File: src/logic/lsb_pkg.sv
// Constants and register map of the segment display core
package lsb_pkg;
	localparam int ADR_W = 8;
	localparam int DAT_W = 32;
	localparam int FP_N = 32;
	localparam int BP_N = 4;
	localparam int MEM_N = 16;
	localparam int SEG_N = 128;
	localparam int DIV_W = 12;
	localparam int BLK_W = 13;
	localparam int LVL_W = 2;
	// Register byte addresses
	localparam logic [7:0] ADR_CTRL = 8'h00;
	localparam logic [7:0] ADR_CMD = 8'h04;
	localparam logic [7:0] ADR_BLINK = 8'h08;
	localparam logic [7:0] ADR_FPEN = 8'h0C;
	localparam logic [7:0] ADR_STAT = 8'h10;
	localparam logic [7:0] ADR_MEM = 8'h40;
	localparam logic [7:0] ADR_MEM_MSK = 8'hC3;
	// Control register fields
	localparam int CTRL_EN = 0;
	localparam int CTRL_LPW = 1;
	localparam int CTRL_DUTY = 2;
	localparam int CTRL_LCLK = 4;
	// Command register fields
	localparam int CMD_BANK = 0;
	localparam int CMD_BLANK = 1;
	localparam int CMD_CLR = 2;
	// Blink control fields
	localparam int BLK_REQ = 0;
	localparam int BLK_ALL = 1;
	localparam int BLK_RATE = 2;
	// Reset values
	localparam logic [1:0] DUTY_RST = 2'h3;
	localparam logic [31:0] FPEN_RST = 32'h0000_0000;
	// Duty codes
	localparam logic [1:0] DUTY_HALF = 2'h1;
	localparam logic [1:0] DUTY_THIRD = 2'h2;
	localparam logic [1:0] DUTY_QUART = 2'h3;
	// Divider bases
	localparam logic [DIV_W-1:0] BASE_DIV_MIN = 12'h010;
	localparam logic [BLK_W-1:0] BLINK_DIV_MIN = 13'h0020;
	// Pin levels for one-third bias, as fractions of the top rail
	localparam logic [1:0] LVL_0 = 2'h0;
	localparam logic [1:0] LVL_1 = 2'h1;
	localparam logic [1:0] LVL_2 = 2'h2;
	localparam logic [1:0] LVL_3 = 2'h3;
endpackage : lsb_pkg

File: src/logic/lsb_lcd_core.sv
// Segment display core: timing, blink and Wishbone registers
//
// Chosen here: the Wishbone interface to the registers and the placing of the registers.
`timescale 1ns/1ps
`default_nettype none
// Behaviour
// Base clock is input over 16 shl select
// Frame spans one base tick per backplane
// Software keeps frame rate in 30-100 Hz
// Duty code sets two, three or four backplanes
// Normal or low-power waveform, one-third bias
// Bank bit picks on/off or blink bank
// Enabled segment bit one drives on level
// Memory stays usable and untouched by enable
// Memory has no reset value
// Clear zeroes only the selected bank
// Software picks bank before issuing clear; the core takes the bank bit of the clearing write itself
// Blank forces off, timing keeps running
// Blink change applies at next frame
// Blink-all ignores the blink-enable bank
// Individual blink needs on and enable bits
// Each byte holds two frontplanes' bits
// Blink divider is 32 shl rate field
// Blink off phase shows off level
// Backplanes scanned in equal slots
module lsb_lcd_core (
	// Clock and reset
	input  wire logic                           clock_i,
	input  wire logic                           reset_i,
	// LCD clock input, sampled on clock_i
	input  wire logic                           lcd_clock_i,
	// Wishbone slave
	input  wire logic                           wb_cyc_i,
	input  wire logic                           wb_stb_i,
	input  wire logic                           wb_we_i,
	input  wire logic [lsb_pkg::ADR_W-1:0]      wb_adr_i,
	input  wire logic [3:0]                     wb_sel_i,
	input  wire logic [lsb_pkg::DAT_W-1:0]      wb_dat_i,
	output logic                                wb_ack_o,
	output logic      [lsb_pkg::DAT_W-1:0]      wb_dat_o,
	// Pin levels towards the drivers
	output logic [lsb_pkg::BP_N*lsb_pkg::LVL_W-1:0] backplane_level_o,
	output logic [lsb_pkg::FP_N*lsb_pkg::LVL_W-1:0] frontplane_level_o,
	output logic                                frame_start_o
);
	import lsb_pkg::*;

	// Backplanes in the scan for a duty code
	function automatic logic [2:0] bp_used(
		input logic [1:0] duty
	);
		unique case (duty)
			DUTY_HALF:  bp_used = 3'h2;
			DUTY_THIRD: bp_used = 3'h3;
			DUTY_QUART: bp_used = 3'h4;
			// Code 00 is undefined; scan all four
			default:    bp_used = 3'h4;
		endcase
	endfunction : bp_used

	function automatic logic is_mem(
		input logic [ADR_W-1:0] adr
	);
		is_mem = (adr & ADR_MEM_MSK) == ADR_MEM;
	endfunction : is_mem

	// Configuration
	logic                   en_q;
	logic                   en_d;
	logic                   lpw_q;
	logic                   lpw_d;
	logic [1:0]             duty_q;
	logic [1:0]             duty_d;
	logic [2:0]             lclk_q;
	logic [2:0]             lclk_d;
	logic                   bank_q;
	logic                   bank_d;
	logic                   blank_q;
	logic                   blank_d;
	logic                   breq_q;
	logic                   breq_d;
	logic                   ball_q;
	logic                   ball_d;
	logic [2:0]             rate_q;
	logic [2:0]             rate_d;
	logic [FP_N-1:0]        fpen_q;
	logic [FP_N-1:0]        fpen_d;
	// Bus
	logic                   ack_q;
	logic                   ack_d;
	logic [DAT_W-1:0]       rdat_q;
	logic [DAT_W-1:0]       rdat_d;
	logic                   req;
	logic                   wr;
	logic                   mem_wr;
	logic                   clr;
	logic [7:0]             mem_byte;
	logic [SEG_N-1:0]       on_bits;
	logic [SEG_N-1:0]       bl_bits;

	assign req = wb_cyc_i && wb_stb_i && !ack_q;
	assign wr = req && wb_we_i;
	// memory open while disabled
	assign mem_wr = wr && is_mem(wb_adr_i) && wb_sel_i[0];
	// clear pulse from command
	assign clr = wr && wb_adr_i == ADR_CMD && wb_sel_i[0] && wb_dat_i[CMD_CLR];

	always_comb begin
		en_d = en_q;
		lpw_d = lpw_q;
		duty_d = duty_q;
		lclk_d = lclk_q;
		bank_d = bank_q;
		blank_d = blank_q;
		breq_d = breq_q;
		ball_d = ball_q;
		rate_d = rate_q;
		fpen_d = fpen_q;
		if (wr && wb_sel_i[0]) begin
			unique case (wb_adr_i)
				ADR_CTRL: begin
					en_d = wb_dat_i[CTRL_EN];
					lpw_d = wb_dat_i[CTRL_LPW];
					duty_d = wb_dat_i[CTRL_DUTY +: 2];
					lclk_d = wb_dat_i[CTRL_LCLK +: 3];
				end
				ADR_CMD: begin
					bank_d = wb_dat_i[CMD_BANK];
					blank_d = wb_dat_i[CMD_BLANK];
				end
				ADR_BLINK: begin
					breq_d = wb_dat_i[BLK_REQ];
					ball_d = wb_dat_i[BLK_ALL];
					rate_d = wb_dat_i[BLK_RATE +: 3];
				end
				default: begin
				end
			endcase
		end
		if (wr && wb_adr_i == ADR_FPEN) begin
			for (int b = 0; b < 4; b++) begin
				if (wb_sel_i[b]) begin
					fpen_d[b*8 +: 8] = wb_dat_i[b*8 +: 8];
				end
			end
		end
	end

	always_ff @(posedge clock_i or posedge reset_i) begin
		if (reset_i) begin
			en_q <= 1'b0;
			lpw_q <= 1'b0;
			duty_q <= DUTY_RST;
			lclk_q <= 3'h0;
			bank_q <= 1'b0;
			blank_q <= 1'b0;
			breq_q <= 1'b0;
			ball_q <= 1'b0;
			rate_q <= 3'h0;
			fpen_q <= FPEN_RST;
		end else begin
			en_q <= en_d;
			lpw_q <= lpw_d;
			duty_q <= duty_d;
			lclk_q <= lclk_d;
			bank_q <= bank_d;
			blank_q <= blank_d;
			breq_q <= breq_d;
			ball_q <= ball_d;
			rate_q <= rate_d;
			fpen_q <= fpen_d;
		end
	end

	// memory with bank select
	lsb_seg_mem u_mem (
		.clock_i      (clock_i),
		.wr_en_i      (mem_wr),
		.wr_bank_i    (bank_q),
		.wr_idx_i     (wb_adr_i[5:2]),
		.wr_byte_i    (wb_dat_i[7:0]),
		.clr_i        (clr),
		.clr_bank_i   (wb_dat_i[CMD_BANK]),
		.rd_bank_i    (bank_q),
		.rd_idx_i     (wb_adr_i[5:2]),
		.rd_byte_o    (mem_byte),
		.on_bits_o    (on_bits),
		.blink_bits_o (bl_bits)
	);

	// Timing state
	logic                   lck_q;
	logic [DIV_W-1:0]       div_q;
	logic [DIV_W-1:0]       div_d;
	logic [1:0]             bp_q;
	logic [1:0]             bp_d;
	logic                   half_q;
	logic                   half_d;
	logic                   par_q;
	logic                   par_d;
	logic                   bact_q;
	logic                   bact_d;
	logic [BLK_W-1:0]       bcnt_q;
	logic [BLK_W-1:0]       bcnt_d;
	logic                   boff_q;
	logic                   boff_d;
	logic                   fst_q;
	logic                   fst_d;
	logic [DIV_W-1:0]       div_lim;
	logic [BLK_W-1:0]       blk_lim;
	logic [2:0]             used;
	logic                   lrise;
	logic                   base_tick;
	logic                   half_tick;
	logic                   frame_tick;

	// base clock divider
	assign div_lim = BASE_DIV_MIN << lclk_q;
	// blink divider
	assign blk_lim = BLINK_DIV_MIN << rate_q;
	// backplanes in scan
	assign used = bp_used(duty_q);
	assign lrise = lcd_clock_i && !lck_q;
	assign base_tick = en_q && lrise && div_q == div_lim - 12'h001;
	assign half_tick = en_q && lrise && div_q == (div_lim >> 1) - 12'h001;
	// one slot per used backplane
	assign frame_tick = base_tick && {1'b0, bp_q} == used - 3'h1;

	always_comb begin
		div_d = div_q;
		bp_d = bp_q;
		half_d = half_q;
		par_d = par_q;
		bact_d = bact_q;
		bcnt_d = bcnt_q;
		boff_d = boff_q;
		fst_d = frame_tick;
		// timing ignores blank
		if (!en_q) begin
			div_d = '0;
			bp_d = 2'h0;
			half_d = 1'b0;
		end else if (lrise) begin
			div_d = base_tick ? '0 : div_q + 12'h001;
		end
		if (half_tick) begin
			half_d = 1'b1;
		end
		// equal slots in turn
		if (base_tick) begin
			half_d = 1'b0;
			bp_d = frame_tick ? 2'h0 : bp_q + 2'h1;
		end
		if (frame_tick) begin
			par_d = !par_q;
			// blink change at frame start
			bact_d = breq_q;
		end
		if (!bact_q) begin
			bcnt_d = '0;
			boff_d = 1'b0;
		end else if (base_tick) begin
			if (bcnt_q == blk_lim - 13'h0001) begin
				bcnt_d = '0;
				boff_d = !boff_q;
			end else begin
				bcnt_d = bcnt_q + 13'h0001;
			end
		end
	end

	always_ff @(posedge clock_i or posedge reset_i) begin
		if (reset_i) begin
			lck_q <= 1'b0;
			div_q <= '0;
			bp_q <= 2'h0;
			half_q <= 1'b0;
			par_q <= 1'b0;
			bact_q <= 1'b0;
			bcnt_q <= '0;
			boff_q <= 1'b0;
			fst_q <= 1'b0;
		end else begin
			lck_q <= lcd_clock_i;
			div_q <= div_d;
			bp_q <= bp_d;
			half_q <= half_d;
			par_q <= par_d;
			bact_q <= bact_d;
			bcnt_q <= bcnt_d;
			boff_q <= boff_d;
			fst_q <= fst_d;
		end
	end

	// polarity: per half slot or per frame
	logic pol;
	assign pol = lpw_q ? par_q : half_q;

	logic [BP_N*LVL_W-1:0] bpl_d;
	logic [BP_N*LVL_W-1:0] bpl_q;
	logic [FP_N*LVL_W-1:0] fpl_d;
	logic [FP_N*LVL_W-1:0] fpl_q;

	generate
		for (genvar k = 0; k < BP_N; k++) begin : g_bp
			logic act;
			assign act = bp_q == 2'(k) && 3'(k) < used;
			assign bpl_d[k*LVL_W +: LVL_W] = !en_q ? LVL_0 :
				act ? (pol ? LVL_3 : LVL_0) : (pol ? LVL_1 : LVL_2);
		end
		for (genvar n = 0; n < FP_N; n++) begin : g_fp
			logic on_bit;
			logic bl_bit;
			logic hide;
			logic seg;
			// nibble per frontplane
			assign on_bit = on_bits[n*BP_N + int'(bp_q)];
			assign bl_bit = bl_bits[n*BP_N + int'(bp_q)];
			// blink off phase
			assign hide = bact_q && boff_q && (ball_q || bl_bit);
			// on level only when shown
			assign seg = on_bit && fpen_q[n] && !blank_q && !hide;
			assign fpl_d[n*LVL_W +: LVL_W] = !en_q ? LVL_0 :
				seg ? (pol ? LVL_0 : LVL_3) : (pol ? LVL_2 : LVL_1);
		end
	endgenerate

	always_comb begin
		ack_d = req;
		rdat_d = '0;
		if (req && !wb_we_i) begin
			if (is_mem(wb_adr_i)) begin
				rdat_d[7:0] = mem_byte;
			end else begin
				unique case (wb_adr_i)
					ADR_CTRL: begin
						rdat_d[CTRL_EN] = en_q;
						rdat_d[CTRL_LPW] = lpw_q;
						rdat_d[CTRL_DUTY +: 2] = duty_q;
						rdat_d[CTRL_LCLK +: 3] = lclk_q;
					end
					ADR_CMD: begin
						rdat_d[CMD_BANK] = bank_q;
						rdat_d[CMD_BLANK] = blank_q;
					end
					ADR_BLINK: begin
						rdat_d[BLK_REQ] = breq_q;
						rdat_d[BLK_ALL] = ball_q;
						rdat_d[BLK_RATE +: 3] = rate_q;
					end
					ADR_FPEN: rdat_d = fpen_q;
					ADR_STAT: rdat_d[5:0] = {boff_q, bact_q, par_q, half_q, bp_q};
					default: rdat_d = '0;
				endcase
			end
		end
	end

	always_ff @(posedge clock_i or posedge reset_i) begin
		if (reset_i) begin
			ack_q <= 1'b0;
			rdat_q <= '0;
			bpl_q <= '0;
			fpl_q <= '0;
		end else begin
			ack_q <= ack_d;
			rdat_q <= rdat_d;
			bpl_q <= bpl_d;
			fpl_q <= fpl_d;
		end
	end

	assign wb_ack_o = ack_q;
	assign wb_dat_o = rdat_q;
	assign backplane_level_o = bpl_q;
	assign frontplane_level_o = fpl_q;
	assign frame_start_o = fst_q;
endmodule : lsb_lcd_core
`default_nettype wire

File: src/logic/lsb_seg_mem.sv
// Segment memory: on/off bank and blink-enable bank
`timescale 1ns/1ps
`default_nettype none
module lsb_seg_mem (
	// Clock
	input  wire logic                        clock_i,
	// Byte write port
	input  wire logic                        wr_en_i,
	input  wire logic                        wr_bank_i,
	input  wire logic [3:0]                  wr_idx_i,
	input  wire logic [7:0]                  wr_byte_i,
	// Clear of one bank
	input  wire logic                        clr_i,
	input  wire logic                        clr_bank_i,
	// Byte read port
	input  wire logic                        rd_bank_i,
	input  wire logic [3:0]                  rd_idx_i,
	output logic      [7:0]                  rd_byte_o,
	// Whole banks for the display scan
	output logic      [lsb_pkg::SEG_N-1:0]   on_bits_o,
	output logic      [lsb_pkg::SEG_N-1:0]   blink_bits_o
);
	import lsb_pkg::*;

	logic [7:0] on_q [MEM_N];
	logic [7:0] on_d [MEM_N];
	logic [7:0] bl_q [MEM_N];
	logic [7:0] bl_d [MEM_N];

	// no reset
	always_comb begin
		for (int i = 0; i < MEM_N; i++) begin
			on_d[i] = on_q[i];
			bl_d[i] = bl_q[i];
			// clear selected bank
			if (clr_i && !clr_bank_i) begin
				on_d[i] = 8'h00;
			end
			if (clr_i && clr_bank_i) begin
				bl_d[i] = 8'h00;
			end
			// bank routing
			if (wr_en_i && wr_idx_i == 4'(i)) begin
				if (wr_bank_i) begin
					bl_d[i] = wr_byte_i;
				end else begin
					on_d[i] = wr_byte_i;
				end
			end
		end
	end

	// Contents are held without reset so they survive any reset
	always_ff @(posedge clock_i) begin
		on_q <= on_d;
		bl_q <= bl_d;
	end

	assign rd_byte_o = rd_bank_i ? bl_q[rd_idx_i] : on_q[rd_idx_i];

	// two frontplanes per byte
	generate
		for (genvar g = 0; g < MEM_N; g++) begin : g_flat
			assign on_bits_o[g*8 +: 8] = on_q[g];
			assign blink_bits_o[g*8 +: 8] = bl_q[g];
		end
	endgenerate
endmodule : lsb_seg_mem
`default_nettype wire

File: config.mk
export PLATFORM = sky130hd
export DESIGN_NAME = lsb_lcd_core
export DESIGN_NICKNAME = d
export VERILOG_FILES = /design/src/logic/lsb_pkg.sv /design/src/logic/lsb_lcd_core.sv /design/src/logic/lsb_seg_mem.sv
export SDC_FILE = /design/constraint.sdc
export NUM_CORES = 1
export LEC_CHECK = 0
export BUFFER_PORTS_ARGS = -buffer_cell sky130_fd_sc_hd__buf_2
export CAP_MARGIN = 20
export CORE_MARGIN = 1
export CORE_UTILIZATION = 35
export CTS_CLUSTER_SIZE = 10
export DETAILED_ROUTE_END_ITERATION = 6
export SKIP_LAST_GASP = 1
export SLEW_MARGIN = 25
export SYNTH_ARGS = -nofsm -noshare
export SYNTH_HDL_FRONTEND = slang
export SYNTH_SLANG_ARGS = --single-unit
File: constraint.sdc
create_clock -name clock_i -period 6.33 [get_ports clock_i]
set_input_delay 0.633 -clock clock_i [delete_from_list [all_inputs] [get_ports clock_i]]
set_output_delay 0.633 -clock clock_i [all_outputs]
set_load 0.05 [all_outputs]
# After elaboration in Yosys (flattened, before gate mapping)
# Index checks and enable logic that the tools add are counted.
# totals
latchBits	0
mem_bits_ro	0
register_bits	440
ram_bits	0
inputBits	50
wordCells	813
n_memories	0
# op_classes
mul	0
n_mux	394
bitwise_logic	1
eq_ne	34
div	0
magnitude_cmp	37
n_shift	2
addsub	38
n_reduce_logical	249
# ops
cell	count
$mux W8	102
$bmux W1 S7	62
$logic_and A1 B1 Y1	167
$mux W2	79
$mux W1	133
$add A7 B2 Y8 const A	16
$lt A8 B8 Y1 const B	16
$bmux W8 S4	2
$lt A7 B8 Y1 const B	8
$add A6 B2 Y7 const A	8
$logic_not A1 Y1	39
$mux W13	3
$mux W12	3
$eq A4 B4 Y1 const B	8
$logic_or A1 B1 Y1	32
$lt A6 B8 Y1 const B	4
$mux W32	1
$mux W25	1
$add A5 B2 Y6 const A	4
$eq A12 B12 Y1	2
$mux W24	1
$eq A4 B3 Y1 const B	5
$eq A8 B4 Y1 const B	2
$lt A5 B8 Y1 const B	2
other kinds (37)	55

# Longest topological paths before layout
# depth
ltp_word	10
mapped_depth	11
mapped_depth_nobuf	9

# Cells and area by module
# From an unflattened synthesis, not the netlist that was laid out.
# unflattened
hier_cells	2009
hier_area_um2	20413.3
# by_module_without_submodules
module	n_inst	cells_per_inst	area_per_inst_um2
lsb_seg_mem	1	1207	11427.2
lsb_lcd_core	1	802	8986.1

# Least setup slack after synthesis
# OpenSTA, ideal clock, no wires.
# synth_timing
path_kind	register -> register
start	register rate_q[1]
end	register bcnt_q[0]
arrival_time_ps	2427
setup_slack_ps	3778
stages_incl_launch_ff	11
setup_time_ps	125
t_required_ps	6205
path_cell_list	dfrtp_1 buf_2 or3_1 ha_1 xor2_1 mux2i_1 o211ai_1 o2bb2ai_2 nor2b_4 buf_2 mux2_2
# synth_between
elab_chain_cells	6
# synth_lines
item	line	source
from (decl)	lsb_lcd_core.sv:84	logic [2:0] rate_q;
from (signal assigned)	lsb_lcd_core.sv:170	rate_q <= rate_d;
$shl A6 B3 Y13	lsb_lcd_core.sv:220	assign blk_lim = BLINK_DIV_MIN << rate_q;
$sub A13 B1 Y13	lsb_lcd_core.sv:263	if (bcnt_q == blk_lim - 13'h0001) begin
$eq A13 B13 Y1	lsb_lcd_core.sv:263	
$mux W13	lsb_lcd_core.sv:263	
$mux W13	lsb_lcd_core.sv:262	end else if (base_tick) begin
$mux W13	lsb_lcd_core.sv:259	if (!bact_q) begin
to (signal assigned)	lsb_lcd_core.sv:290	bcnt_q <= bcnt_d;
to (decl)	lsb_lcd_core.sv:203	logic [BLK_W-1:0] bcnt_q;
# No other way between the ends. The select of a mux whose other input is x is not followed.
# A chain may end at the register's enable or synchronous reset.

==> flow_summary_export.csv <==
group,metric,value,unit
status,status,"complete, no violations",
grt,track_usage,21.4,%
placed_design,place_ws,2480,ps
cells_and_area,multi_input_area,0.0103,sq mm
min_path,hp-class,"input port to async pin",
route,via_per_inst,5.66,
sta,fmax,302,MHz
cts,cts_resized,0,
cts,cts_root_buffer,"clkbuf_16",
sta,slew_viol_final,0,
critical_path,cp.depth,8,
critical_path,endpoint_kind,"flip-flop",
critical_path,crit_path_start_kind,"input port",
critical_path,reg2reg_depth,7,
sta,layout_setup_ws,3020,ps
floorplanning,die_y,242,um
sta,slew_headroom,26.3,%
sta,fin_crit_sh,52.3,%
grt,overflow,0,
cells_and_area,layout.nets,2167,
job,maxCapViolations,0,
power,ir_drop,0.000177,V
route,drtPass1Iterations,7,
power,p_per_area,239,mW/mm^2
sta,fin_setup_tns,0,ps
critical_path,slowest_stage,"nor4_2",
floorplanning,start_util,35.6,%
synth,netlist_instances,2079,
critical_path,rr_startpoint,"wb_ack_o",
cts,cts_buffers,47,
floorplanning,die_area,0.0586,sq mm
cts,max-clock-path-buffers,3,
cts,clock_latency,590,ps
route,wl_met1,26.6,mm
critical_path,worstPathCellList,"buf_2, buf_4, nor4_2, and3_1, nand3_4, buf_4, nand3_1, o21ai_0",
cts,cts_hold_buf,0,
power,p_leak,9.44,nW
synth,synthFlopType,"dfxtp_1",
critical_path,timing.rr.end,"u_mem.on_bits_o[56]",
sta,hold_viol,0,
synth,netlist_area,0.0202,sq mm
floorplanning,die_w,242,um
synth,async_reset_ff_share,36.9,%
cts,cts_tree,"done",
route,wl,63.6,mm
floorplanning,io_pins,156,
cts,cts.clk_slew.worst_paths,60,ps
route,wl_met2,28.9,mm
sta,worstMarginPinSlew,1110,ps
synth,syn_avg_cell_area,9.71,sq um
cells_and_area,drive_gt1_share,20.7,%
placed_design,routabilityCongestion,0.938,
route,route.met3.wl,5.48,mm
critical_path,crit_top_cell,"buf_4",
cells_and_area,area_delta_synth_final,11.4,%
synth,ys_types,75,
sta,fin_crit,3310,ps
critical_path,crit_fanout,79,
cells_and_area,seqCellArea,0.00889,sq mm
route,wire_per_inst,22.0,um
synth,synthesis.nets,2138,
critical_path,r2r_slack,3080,ps
critical_path,critPathTopFamily,"simple AND/OR/NAND/NOR gates",
cts,h-tree-depth,2,
floorplanning,core,0.0567,sq mm
critical_path,path_buf_inv,3,
route,drtIter0Drc,1590,
grt,grt_pass1_vias,15691,
floorplanning,rows,87,
cells_and_area,final_common_cell,"nand2_1",
route,routed-via-count,16378,
cells_and_area,mostFrequentLayoutCells,"486 x nand2_1, 256 x dfxtp_1, 254 x nand3_1",
route,ant_nets,0,
critical_path,critPathKind,"input port to flip-flop",
synth,synth_seq_cells,406,
grt,grt_max_degree,122,
route,route.top_layer_used,"met4",
cts,postCtsSetupRepairBufs,0,
sta,report.final.setup_viol,0,
placed_design,dp_hpwl,44.3,mm
synth,synth_edf_count,0,
critical_path,cp.arrival,3750,ps
cells_and_area,nFillCells,5540,
critical_path,worst_ep_required_time,6770,ps
route,drc,0,
grt,grt_antenna_before_repair,1,
cts,clock-sinks,406,
synth,yosysWarnings,0,
sta,rsz0062_at_grt,"false",
grt,grt_pass1_wl,97.6,mm
synth,synth-seq-area-share,44.0,%
placed_design,io_buffers,155,
sta,clock_skew,46.7,ps
critical_path,crit_path_max_incr_delay,790,ps
cells in the mapped netlist, types with 9 or more instances:
library cell    n  area (sq um)
mux4_2        146          3290
dfxtp_1       256          5120
o21ai_0       136           681
mux2_2         33           372
and2_1         27           169
buf_2          60           300
nor2_1        112           420
buf_4          36           270
nand2_1       486          1820
and3_1         10          62.6
dfrtp_1       148          3700
xnor2_1        42           368
nor3_1         12          60.1
buf_1           9          33.8
mux2_1          9           101
a21oi_1        15          75.1
clkbuf_1       76           285
nor2b_1        11          68.8
nand3_1       256          1280
nand4b_1       35           307
a22o_1         10          87.6
ha_1            9           113
inv_1          15          56.3
power breakdown:
part           total, mW  switching, mW  internal (mW)
sequential          2.62         0.0302           2.59
combinational      0.234          0.162         0.0716
clock               2.51           1.08           1.43
final cells by class:
| class | count | area share (%) |
|---|---|---|
| diodes | 1 | 0.0111 |
| clock buffers | 76 | 5.90 |
| clock inverters | 4 | 0.250 |
| inverters | 16 | 0.289 |
| multi-input cells | 1467 | 45.8 |
| flip-flops and latches | 406 | 39.5 |
| well taps | 756 | 4.21 |
| repair buffers | 170 | 4.05 |
per-layer routing:
layer	track usage, %	up-vias
li1	-	7348
met1	29.3	8063
met2	33.8	843
met3	3.47	124
met4	8.71	0
met5	0	-
how the worst max path moves through the flow:
stage | startpoint | to | slack (ps)
final | wb_adr_i[4] | u_mem.on_bits_o[56] | 3020
after global routing | wb_adr_i[4] | u_mem.on_bits_o[88] | 2910
after CTS | wb_adr_i[4] | fpen_q[27] | 3080
after detailed placement | wb_adr_i[4] | fpen_q[28] | 2480
after global placement | wb_adr_i[4] | fpen_q[11] | 2510
after floorplan | reset_i | backplane_level_o[1] | 1660
logic make-up after synthesis:
| logic type | share of synthesized area [%] |
|---|---|
| fa+ha+maj | 0.558 |
| buf+inv | 5.25 |
| flops | 44.0 |
| xor+xnor | 2.13 |
| compound gates | 6.01 |
| simple gates | 23.1 |
| mux | 19.0 |
worst register-to-register path: cells and delay by family, from the launching register on:
family          cells  cell delay (ps)
compound gates      1              110
buf+inv             1              590
flops               1              370
simple gates        5             2040
registers in the layout, indices dropped and copies added, names as in the netlist, 2 cells and up:
signal / flops
duty_q: 2
rate_q: 3
bp_q: 2
div_q: 12
backplane_level_o: 5
lclk_q: 3
bcnt_q: 13
fpen_q: 32
u_mem.on_bits_o: 128
u_mem.blink_bits_o: 128
wb_dat_o: 32
frontplane_level_o: 33
stage by stage:
stage | hold WS (ps) | std cells | power (mW) | area [sq um] | utilization (%)
3_3_place_gp | 448 | 2814 | 2.90 | 21100 | 37.1
6_report | 156 | 2896 | 5.37 | 22500 | 39.6
3_5_place_dp | 457 | 2815 | 2.91 | 21100 | 37.2
5_1_grt | 200 | 2895 | 5.52 | 22500 | 39.6
4_1_cts | 167 | 2895 | 5.40 | 22500 | 39.6
2_1_floorplan | 436 | 2079 | 2.82 | 20200 | -
Note: power is estimated with default switching activity, not from simulation.
